### config.mk
export PLATFORM = sky130hd
export DESIGN_NAME = pia_top
export DESIGN_NICKNAME = d
export VERILOG_FILES = /design/src/logic/pia_pkg.sv /design/src/logic/pia_top.sv /design/src/logic/pia_edge.sv /design/src/logic/pia_div.sv
export VERILOG_INCLUDE_DIRS = /design/src /design/src/logic
export SDC_FILE = /design/constraint.sdc
export NUM_CORES = 2
export LEC_CHECK = 0
export BUFFER_PORTS_ARGS = -buffer_cell sky130_fd_sc_hd__buf_2
export CAP_MARGIN = 0
export CORE_ASPECT_RATIO = 1.5
export CORE_MARGIN = 2
export CORE_UTILIZATION = 50
export DETAILED_ROUTE_END_ITERATION = 12
export MAX_ROUTING_LAYER = met4
export PLACE_DENSITY = 0.75
export SLEW_MARGIN = 30
export SYNTH_ARGS = -nofsm -noshare
export SYNTH_HDL_FRONTEND = slang
export SYNTH_HIERARCHICAL = 1
export SYNTH_SLANG_ARGS = --single-unit
### constraint.sdc
create_clock -name i_mclk -period 12.3 [get_ports i_mclk]
set_input_delay 3.075 -clock i_mclk [delete_from_list [all_inputs] [get_ports i_mclk]]
set_output_delay 3.075 -clock i_mclk [all_outputs]
set_load 0.05 [all_outputs]
### src/logic/pia_consts.svh
// Register map, field positions, reset values and timing constants of the accumulator
`ifndef PIA_CONSTS_SVH
`define PIA_CONSTS_SVH

// ---------------------------------------------
// Register byte offsets
// ---------------------------------------------
`define PIA_REG_CTRL 8'h00
`define PIA_REG_SCAN 8'h04
`define PIA_REG_CONV 8'h08
`define PIA_REG_RPER 8'h0c
`define PIA_REG_ROLL 8'h10
`define PIA_REG_CHOUR 8'h14
`define PIA_REG_HOUR 8'h18
`define PIA_REG_TAG0 8'h20
`define PIA_REG_ACCUM 8'h30
`define PIA_REG_DAILY 8'h34
`define PIA_REG_TODAY 8'h38
`define PIA_REG_YEST 8'h3c
`define PIA_REG_RATE 8'h40
`define PIA_REG_EU 8'h44
`define PIA_REG_ALARM 8'h48
`define PIA_REG_ISTAT 8'h50
`define PIA_REG_IMASK 8'h54

// ---------------------------------------------
// Field positions
// ---------------------------------------------
`define PIA_CTRL_SCAN 0
`define PIA_CTRL_ALM 1
`define PIA_CTRL_MODE 2
`define PIA_CTRL_HIST 4
`define PIA_ALM_FAIL 0
`define PIA_ALM_MANUAL 1
`define PIA_ALM_LIMIT 2
`define PIA_IRQ_SCAN 0
`define PIA_IRQ_DAY 1
`define PIA_IRQ_WRAP 2
`define PIA_IRQ_ALARM 3

// ---------------------------------------------
// Reset values and limits
// ---------------------------------------------
`define PIA_SCAN_DEF_S 16'h0001
`define PIA_CONV_DEF 16'h0001
`define PIA_RPER_DEF 16'h0001
`define PIA_ROLL_DEF 32'hffffffff
`define PIA_ACC_WRAP 24'hf42400
`define PIA_TAG_LAST_MASK 32'h0000ffff
`define PIA_LAST_HOUR 5'h17

// ---------------------------------------------
// Timing
// ---------------------------------------------
`define PIA_SEC_NS 1000000000
`define PIA_CLK_NS 5
`define PIA_SEC_PER_HOUR 3600

`endif

### src/logic/pia_pkg.sv
// Types shared by the pulse input accumulator modules
package pia_pkg;
	typedef enum logic [1:0] {PIA_EU_RATE, PIA_EU_RUN, PIA_EU_TODAY} pia_eu_mode_t;
	typedef enum logic [1:0] {ST_IDLE, ST_MUL, ST_DIV, ST_UPD} pia_state_t;
endpackage

### src/logic/pia_top.sv
// Pulse input point: scan timer, accumulators, daily totals, EU select, alarms, Wishbone
`include "pia_consts.svh"
module pia_top #(
	parameter int unsigned TICKS_PER_SEC = `PIA_SEC_NS / `PIA_CLK_NS,
	parameter int unsigned SEC_PER_HOUR = `PIA_SEC_PER_HOUR
) (
	input wire logic i_mclk,
	input wire logic i_rst,
	input wire logic i_wb_cyc,
	input wire logic i_wb_stb,
	input wire logic i_wb_we,
	input wire logic [7:0] i_wb_adr,
	input wire logic [3:0] i_wb_sel,
	input wire logic [31:0] i_wb_dat,
	output logic [31:0] o_wb_dat,
	output logic o_wb_ack,
	input wire logic i_pulse,
	input wire logic i_point_fail,
	input wire logic i_limit_trip,
	output pia_pkg::pia_eu_mode_t o_eu_mode,
	output logic [31:0] o_eu_value,
	output logic [2:0] o_alarm,
	output logic o_irq
);
	import pia_pkg::*;

	// ---------------------------------------------
	// Declarations
	// ---------------------------------------------
	logic scan_en, alarm_en, hist_en;
	logic [15:0] scan_period, conv, rate_per, scan_sec;
	logic [31:0] rollover, sec_cnt, hr_sec;
	logic [4:0] contract_hour, hour_now, next_hour;
	logic [31:0] tag_mem [0:2];
	logic [23:0] accum, delta, next_accum;
	logic [31:0] daily, today, yest, rate, next_daily, next_today, next_yest, next_eu;
	logic [31:0] prod, run_total, rd, wv;
	logic [24:0] acc_sum;
	logic [3:0] irq_stat, irq_mask, irq_set;
	logic [1:0] pin_m, pin_s;
	logic [2:0] alarm_now;
	logic sec_tick, scan_tick, hour_tick, day_evt, day_pend, wrap;
	logic wr, take, div_done;
	logic [31:0] quot;
	pia_state_t state;

	// Byte-lane merge for partial writes
	function automatic logic [31:0] pia_merge(input logic [31:0] old, input logic [31:0] dat,
			input logic [3:0] sel);
		logic [31:0] m;
		m = {{8{sel[3]}}, {8{sel[2]}}, {8{sel[1]}}, {8{sel[0]}}};
		return (old & ~m) | (dat & m);
	endfunction

	// ---------------------------------------------
	// Wishbone slave
	// ---------------------------------------------
	// Write happens on the edge that raises ack
	assign wr = i_wb_cyc & i_wb_stb & i_wb_we & ~o_wb_ack;
	assign wv = pia_merge(rd, i_wb_dat, i_wb_sel);

	// Read mux; unmapped words read zero
	always_comb begin
		case (i_wb_adr)
			`PIA_REG_CTRL: rd = {27'h0, hist_en, o_eu_mode, alarm_en, scan_en};
			`PIA_REG_SCAN: rd = {16'h0, scan_period};
			`PIA_REG_CONV: rd = {16'h0, conv};
			`PIA_REG_RPER: rd = {16'h0, rate_per};
			`PIA_REG_ROLL: rd = rollover;
			`PIA_REG_CHOUR: rd = {27'h0, contract_hour};
			`PIA_REG_HOUR: rd = {27'h0, hour_now};
			`PIA_REG_TAG0: rd = tag_mem[0];
			`PIA_REG_TAG0 + 8'h04: rd = tag_mem[1];
			`PIA_REG_TAG0 + 8'h08: rd = tag_mem[2];
			`PIA_REG_ACCUM: rd = {8'h0, accum};
			`PIA_REG_DAILY: rd = daily;
			`PIA_REG_TODAY: rd = today;
			`PIA_REG_YEST: rd = yest;
			`PIA_REG_RATE: rd = rate;
			`PIA_REG_EU: rd = o_eu_value;
			`PIA_REG_ALARM: rd = {29'h0, o_alarm};
			`PIA_REG_ISTAT: rd = {28'h0, irq_stat};
			`PIA_REG_IMASK: rd = {28'h0, irq_mask};
			default: rd = 32'h0;
		endcase
	end

	// Single-cycle ack, dropped the cycle after
	always_ff @(posedge i_mclk) begin
		if (i_rst) begin
			o_wb_ack <= 1'b0;
			o_wb_dat <= 32'h0;
		end else begin
			o_wb_ack <= i_wb_cyc & i_wb_stb & ~o_wb_ack;
			o_wb_dat <= rd;
		end
	end

	// Configuration registers
	// default one second scan
	always_ff @(posedge i_mclk) begin
		if (i_rst) begin
			scan_en <= 1'b1;
			alarm_en <= 1'b0;
			hist_en <= 1'b1;
			o_eu_mode <= PIA_EU_RATE;
			scan_period <= `PIA_SCAN_DEF_S;
			conv <= `PIA_CONV_DEF;
			rate_per <= `PIA_RPER_DEF;
			rollover <= `PIA_ROLL_DEF;
			contract_hour <= 5'h00;
		end else if (wr) begin
			case (i_wb_adr)
				`PIA_REG_CTRL: begin
					scan_en <= wv[`PIA_CTRL_SCAN];
					alarm_en <= wv[`PIA_CTRL_ALM];
					o_eu_mode <= pia_eu_mode_t'(wv[`PIA_CTRL_MODE +: 2]);
					hist_en <= wv[`PIA_CTRL_HIST];
				end
				`PIA_REG_SCAN: scan_period <= wv[15:0];
				`PIA_REG_CONV: conv <= wv[15:0];
				`PIA_REG_RPER: rate_per <= wv[15:0];
				`PIA_REG_ROLL: rollover <= wv;
				`PIA_REG_CHOUR: contract_hour <= wv[4:0];
				default: ;
			endcase
		end
	end

	// Point identifier, ten characters over three words
	// identifier storage
	for (genvar gi = 0; gi < 3; gi++) begin : g_tag
		always_ff @(posedge i_mclk) begin
			if (i_rst) begin
				tag_mem[gi] <= 32'h0;
			end else if (wr && i_wb_adr == `PIA_REG_TAG0 + 8'(4 * gi)) begin
				tag_mem[gi] <= (gi == 2) ? (wv & `PIA_TAG_LAST_MASK) : wv;
			end
		end
	end

	// ---------------------------------------------
	// Scan and hour timers
	// ---------------------------------------------
	// one-second prescaler drives scans
	always_ff @(posedge i_mclk) begin
		if (i_rst) begin
			sec_cnt <= 32'h0;
			sec_tick <= 1'b0;
		end else begin
			sec_tick <= (sec_cnt == 32'(TICKS_PER_SEC - 1));
			sec_cnt <= (sec_cnt == 32'(TICKS_PER_SEC - 1)) ? 32'h0 : sec_cnt + 32'h1;
		end
	end

	always_ff @(posedge i_mclk) begin
		if (i_rst) begin
			scan_sec <= 16'h0;
			scan_tick <= 1'b0;
		end else begin
			scan_tick <= 1'b0;
			if (!scan_en) begin
				scan_sec <= 16'h0;
			end else if (sec_tick) begin
				if ({1'b0, scan_sec} + 17'h1 >= {1'b0, scan_period}) begin
					scan_sec <= 16'h0;
					scan_tick <= 1'b1;
				end else begin
					scan_sec <= scan_sec + 16'h1;
				end
			end
		end
	end

	assign hour_tick = sec_tick && hr_sec == 32'(SEC_PER_HOUR - 1);
	assign next_hour = (hour_now == `PIA_LAST_HOUR) ? 5'h00 : hour_now + 5'h01;

	// contract hour opens the new day
	always_ff @(posedge i_mclk) begin
		if (i_rst) begin
			hr_sec <= 32'h0;
			hour_now <= 5'h00;
			day_evt <= 1'b0;
		end else begin
			day_evt <= hour_tick && next_hour == contract_hour;
			if (wr && i_wb_adr == `PIA_REG_HOUR) begin
				hour_now <= wv[4:0];
				hr_sec <= 32'h0;
			end else if (hour_tick) begin
				hour_now <= next_hour;
				hr_sec <= 32'h0;
			end else if (sec_tick) begin
				hr_sec <= hr_sec + 32'h1;
			end
		end
	end

	// Turnover waits for the next completed scan; a new event beats the consume
	always_ff @(posedge i_mclk) begin
		if (i_rst) begin
			day_pend <= 1'b0;
		end else begin
			day_pend <= day_evt | (day_pend & ~(state == ST_UPD));
		end
	end

	// ---------------------------------------------
	// Scan pipeline
	// ---------------------------------------------
	assign take = (state == ST_IDLE) && scan_tick;

	pia_edge #(.W(24)) u_edge (
		.i_mclk(i_mclk),
		.i_rst(i_rst),
		.i_pin(i_pulse),
		.i_take(take),
		.o_count(delta)
	);

	// rate division by the rate period
	pia_div #(.W(32)) u_div (
		.i_mclk(i_mclk),
		.i_rst(i_rst),
		.i_start(state == ST_MUL),
		.i_num(prod),
		.i_den({16'h0, rate_per}),
		.o_done(div_done),
		.o_quot(quot)
	);

	// Sequencer; a tick during a busy scan is dropped, the counts are kept
	always_ff @(posedge i_mclk) begin
		if (i_rst) begin
			state <= ST_IDLE;
		end else begin
			case (state)
				ST_IDLE: state <= scan_tick ? ST_MUL : ST_IDLE;
				ST_MUL: state <= ST_DIV;
				ST_DIV: state <= div_done ? ST_UPD : ST_DIV;
				ST_UPD: state <= ST_IDLE;
				default: state <= ST_IDLE;
			endcase
		end
	end

	// Next values of the totals
	always_comb begin
		prod = 32'(delta * conv);
		acc_sum = {1'b0, accum} + {1'b0, delta};
		wrap = acc_sum >= {1'b0, `PIA_ACC_WRAP};
		next_accum = wrap ? 24'(acc_sum - {1'b0, `PIA_ACC_WRAP}) : acc_sum[23:0];
		next_daily = (day_pend && hist_en) ? 32'h0 : daily + {8'h0, delta};
		next_yest = day_pend ? today + prod : yest;
		next_today = day_pend ? 32'h0 : today + prod;
		run_total = 32'(next_accum * conv);
		case (o_eu_mode)
			PIA_EU_RATE: next_eu = quot;
			PIA_EU_TODAY: next_eu = next_today;
			PIA_EU_RUN: next_eu = (run_total >= rollover) ? 32'h0 : run_total;
			default: next_eu = quot;
		endcase
	end

	// all values move together at scan end
	always_ff @(posedge i_mclk) begin
		if (i_rst) begin
			accum <= 24'h0;
			daily <= 32'h0;
			today <= 32'h0;
			yest <= 32'h0;
			rate <= 32'h0;
			o_eu_value <= 32'h0;
		end else if (state == ST_UPD) begin
			accum <= next_accum;
			daily <= next_daily;
			today <= next_today;
			yest <= next_yest;
			rate <= quot;
			o_eu_value <= next_eu;
		end else if (wr && i_wb_adr == `PIA_REG_EU && !scan_en) begin
			o_eu_value <= wv;
		end
	end

	// ---------------------------------------------
	// Alarms and interrupt
	// ---------------------------------------------
	// Level inputs pass two stages first
	always_ff @(posedge i_mclk) begin
		if (i_rst) begin
			pin_m <= 2'b00;
			pin_s <= 2'b00;
		end else begin
			pin_m <= {i_limit_trip, i_point_fail};
			pin_s <= pin_m;
		end
	end

	// limit alarm gated, others always shown
	assign alarm_now = {pin_s[1] & alarm_en, ~scan_en, pin_s[0]};

	always_ff @(posedge i_mclk) begin
		if (i_rst) begin
			o_alarm <= 3'h0;
		end else begin
			o_alarm <= alarm_now;
		end
	end

	always_comb begin
		irq_set = 4'h0;
		irq_set[`PIA_IRQ_SCAN] = state == ST_UPD;
		irq_set[`PIA_IRQ_DAY] = state == ST_UPD && day_pend;
		irq_set[`PIA_IRQ_WRAP] = state == ST_UPD && wrap;
		irq_set[`PIA_IRQ_ALARM] = |(alarm_now & ~o_alarm);
	end

	// Write one to clear; a same-cycle event wins
	always_ff @(posedge i_mclk) begin
		if (i_rst) begin
			irq_stat <= 4'h0;
			irq_mask <= 4'h0;
			o_irq <= 1'b0;
		end else begin
			if (wr && i_wb_adr == `PIA_REG_ISTAT) begin
				irq_stat <= (irq_stat & ~(i_wb_dat[3:0] & {4{i_wb_sel[0]}})) | irq_set;
			end else begin
				irq_stat <= irq_stat | irq_set;
			end
			if (wr && i_wb_adr == `PIA_REG_IMASK) begin
				irq_mask <= wv[3:0];
			end
			o_irq <= |(irq_stat & irq_mask);
		end
	end
endmodule

### src/logic/pia_edge.sv
// Meter pin synchroniser and raw edge counter with snapshot
module pia_edge #(
	parameter int unsigned W = 24
) (
	input wire logic i_mclk,
	input wire logic i_rst,
	input wire logic i_pin,
	input wire logic i_take,
	output logic [W-1:0] o_count
);
	logic s1, s2, s3;
	logic [W-1:0] cnt;
	logic rise;

	// Two stages before use, third only for edge detection
	always_ff @(posedge i_mclk) begin
		if (i_rst) begin
			s1 <= 1'b0;
			s2 <= 1'b0;
			s3 <= 1'b0;
		end else begin
			s1 <= i_pin;
			s2 <= s1;
			s3 <= s2;
		end
	end

	assign rise = s2 & ~s3;

	// Edge in the snapshot cycle starts the new count, so none is lost
	always_ff @(posedge i_mclk) begin
		if (i_rst) begin
			cnt <= '0;
			o_count <= '0;
		end else if (i_take) begin
			o_count <= cnt;
			cnt <= {{(W-1){1'b0}}, rise};
		end else if (rise) begin
			cnt <= cnt + {{(W-1){1'b0}}, 1'b1};
		end
	end
endmodule

### src/logic/pia_div.sv
// Sequential restoring divider, one quotient bit per clock
module pia_div #(
	parameter int unsigned W = 32
) (
	input wire logic i_mclk,
	input wire logic i_rst,
	input wire logic i_start,
	input wire logic [W-1:0] i_num,
	input wire logic [W-1:0] i_den,
	output logic o_done,
	output logic [W-1:0] o_quot
);
	localparam int unsigned CW = $clog2(W) + 1;
	logic [W-1:0] rem, den;
	logic [CW-1:0] cnt;
	logic busy;
	logic [W:0] trial;

	// Divide by zero yields all ones, which the caller passes on unchanged as the rate
	always_comb begin
		trial = {rem, o_quot[W-1]} - {1'b0, den};
	end

	// Iteration
	always_ff @(posedge i_mclk) begin
		if (i_rst) begin
			rem <= '0;
			den <= '0;
			cnt <= '0;
			busy <= 1'b0;
			o_done <= 1'b0;
			o_quot <= '0;
		end else if (i_start) begin
			rem <= '0;
			den <= i_den;
			o_quot <= i_num;
			cnt <= CW'(W);
			busy <= 1'b1;
			o_done <= 1'b0;
		end else if (busy) begin
			if (!trial[W]) begin
				rem <= trial[W-1:0];
				o_quot <= {o_quot[W-2:0], 1'b1};
			end else begin
				rem <= {rem[W-2:0], o_quot[W-1]};
				o_quot <= {o_quot[W-2:0], 1'b0};
			end
			cnt <= cnt - {{(CW-1){1'b0}}, 1'b1};
			busy <= (cnt != {{(CW-1){1'b0}}, 1'b1});
			o_done <= (cnt == {{(CW-1){1'b0}}, 1'b1});
		end else begin
			o_done <= 1'b0;
		end
	end
endmodule

==> metrics.cfg <==
[grt]
grt_overflow = 0
grt_pass1_vias = 51276
grt_antenna_before_repair = 9
grt_usage_pct = 35.1
grt_pass1_wl_um = 301000
grt_max_degree = 133

[setup_path]
cp.required_ps = 12860
startpoint = u_edge/o_count[1]
crit_arrival_ps = 12470
worst-path-max-fanout = 10
crit_path_start_kind = flop
slowest_stage = or4b_4
end_kind = flop
max_stage_delay_ps = 530
timing.rr.start = u_edge/o_count[1]
cp_common_cell = fa_1
crit_type = flop to flop

[synth]
netlist-cell-type-count = 94
ys_ff_latch = 649
synth_flop_cell = dfxtp_1
async_flop_share_pct = 0
synth-edff-count = 80
syn_area_sq_um = 56500
ys.warnings.count = 6
synth_cells = 6623
ys_seq_area_share_pct = 24.4
syn_area_per_cell_sq_um = 8.53

[sta]
timing.final.ws_setup_ps = 388
hold_viol_final = 0
tightest_slew_ps = 1190
skew_ps = 30.5
setup_tns_ps = 0
setup_viol = 0
max_slew_margin_pct = 20.5
post-route-min-period_ps = 11910
final_max_slew_viol_count = 0
max_freq_mhz = 83.9
hold_slack_ps = 452
finalCritPeriodShare_pct = 96.8

[cts]
clock-root-buffer = clkbuf_16
cts_tree = done
htreeDepth = 3
clk_latency_ps = 680
clk_pin_slew_ps = 60
numCtsBuffers = 67
clock-sinks = 649
clockBufferDepth = 3
cts_hold_buf = 0

[floorplanning]
dieArea_sq_um = 116000
die_w_um = 279
die_height_um = 416
initial_utilization_pct = 50.2
rows = 151
io_pins = 123
core_area_sq_um = 113000

[worst_hold_path]
worstHoldStart = pin_m[1]
min_path_type = flop to flop

[power]
power.share.combinational_pct = 2.5
p_leak_nw = 26.6
clkPwrFrac_pct = 48.0
ir_drop_mv = 0.112
totalPowerFinal_mw = 4.35
intPower_mw = 3.31
p_per_area_nw_per_um2 = 70.0
seqPwrFrac_pct = 49.5
net-switching-power_mw = 1.04
switching_share_pct = 23.9

[cells_and_area]
final_layout_size_suffix_gt1_share_pct = 9.31
finalNetCount = 7628
area_delta_synth_final_pct = 10.1
final_util_pct = 55.3
final_area_sq_um = 62200
fill_cells = 10208
layoutNonFillerInstCount = 8196

[detailed_routing]
first_pass_iters = 7
avgRoutedWirePerCell_um = 24.3
initialDrtViolationCount = 4986
drcViolationCount = 0
vias_per_cell = 6.13
drt_wl_total_um = 199000
ant_nets = 0
routed-via-count = 50259

[placed_design]
dp_hpwl_um = 148000
gp_congestion = 1.05
placed_cells = 8051
placed_area_sq_um = 59400
io_buffers = 122
post-place-ws_ps = -419

[flow_run]
cap_violations = 0

[status]
status = finished clean

[path summary, 6_finish.rpt]
kind | to | slack (ps) | cells after the start
setup / recovery | o_eu_value[9] | 390 | 56
hold / removal | pin_s[1] | 450 | 1
setup reg to reg | o_eu_value[9] | 390 | 56
hold reg to reg | pin_s[1] | 450 | 1
[cell usage in the layout, fill, tap and decap left out, drive strengths merged, types with 18 or more instances in the layout]
cell type	count
inv	766
and2	311
nor4	23
o21a	31
a22o	30
clkinv	23
a311oi	18
a22oi	140
o21ai	138
ha	329
edfxtp	80
a211o	32
or3	26
a221oi	57
a211oi	65
nand4	63
nand2	837
fa	564
xnor2	172
nand3b	31
a21oi	343
nand2b	27
o21bai	25
nor2	665
mux2i	187
dfxtp	569
clkbuf	95
buf	347
xor2	95
nor3	66
a31oi	28
and3	53
a222oi	20
a21o	70
nor2b	60
nand3	122
[cell usage after synthesis (63+ instances only)]
cell type | n | area share (%)
nand2_1 | 835 | 5.5
inv_1 | 762 | 5.1
nor2_1 | 665 | 4.4
dfxtp_1 | 569 | 20
fa_1 | 564 | 20
a21oi_1 | 340 | 3.0
ha_1 | 329 | 7.3
clkbuf_1 | 327 | 2.2
and2_1 | 311 | 3.4
mux2i_1 | 187 | 3.3
xnor2_1 | 171 | 2.7
a22oi_1 | 140 | 1.9
o21ai_0 | 129 | 1.1
nand3_1 | 122 | 1.1
xor2_1 | 95 | 1.5
edfxtp_1 | 80 | 4.3
a21o_1 | 70 | 0.93
nor3_1 | 66 | 0.58
nand4_1 | 63 | 0.70
[state kept, by name, indices dropped and copies added, names as in the netlist, 24 cells and up]
signal,cells
accum,24
daily,32
hr_sec,32
o_eu_value,32
o_wb_dat,32
rate,32
rollover,32
sec_cnt,32
tag_mem,80
today,32
u_div/den,32
u_div/o_quot,32
u_div/rem,32
u_edge/cnt,24
u_edge/o_count,24
yest,32
[repair_timing]
item	in CTS	in global routing
pin swaps	2	70
buffers inserted	2	13
endpoints found under the setup margin	32	32
gates resized for setup	17	89
gates cloned	1	1
[layer usage]
layer	GRT usage [%]	vias to the layer above	routed length, um
met5	-	-	0
met4	24.2	0	17000
met3	7.21	1010	19100
met2	58.1	2724	95000
met1	37.8	24488	68200
li1	-	22037	-
[power groups by stage]
stage	logic, mW	registers (mW)	clock network [mW]
2_1_floorplan	0.0565	2.20	0
3_3_place_gp	0.104	2.20	0
3_5_place_dp	0.104	2.20	0
4_1_cts	0.104	2.16	2.11
5_1_grt	0.111	2.15	2.19
6_report	0.108	2.15	2.09
[logic make-up after synthesis]
family                     share of synthesized area [%]
adders and majority gates                           27.3
xor gates and xnor gates                            4.31
DFF                                                 24.4
and+or+nand+nor                                     19.3
other                                            0.00664
buffers and inverters                               7.62
AOI/OAI and AO/OA                                   13.5
muxes                                               3.63
[critical path, delay by kind of cell (launching register included)]
family	cells	cell delay [ps]
AO/OA/AOI/OAI	26	4550
adder cells (fa/ha/maj)	10	3960
XOR/XNOR	2	220
AND/OR/NAND/NOR	10	1860
flip-flops	1	360
buffers and inverters	8	850
[layout make-up]
type / instances / area, sq um / area share [%]
sequential: 649 / 13800 / 22.2
tap: 1453 / 1820 / 2.92
multi-input combinational: 4854 / 39100 / 62.9
timing repair buffer: 348 / 2410 / 3.87
clock inverter: 28 / 243 / 0.390
inverter: 763 / 2870 / 4.61
antenna: 7 / 17.5 / 0.0282
clock buffer: 94 / 1940 / 3.12
Note: power is estimated with default switching activity, not from simulation.
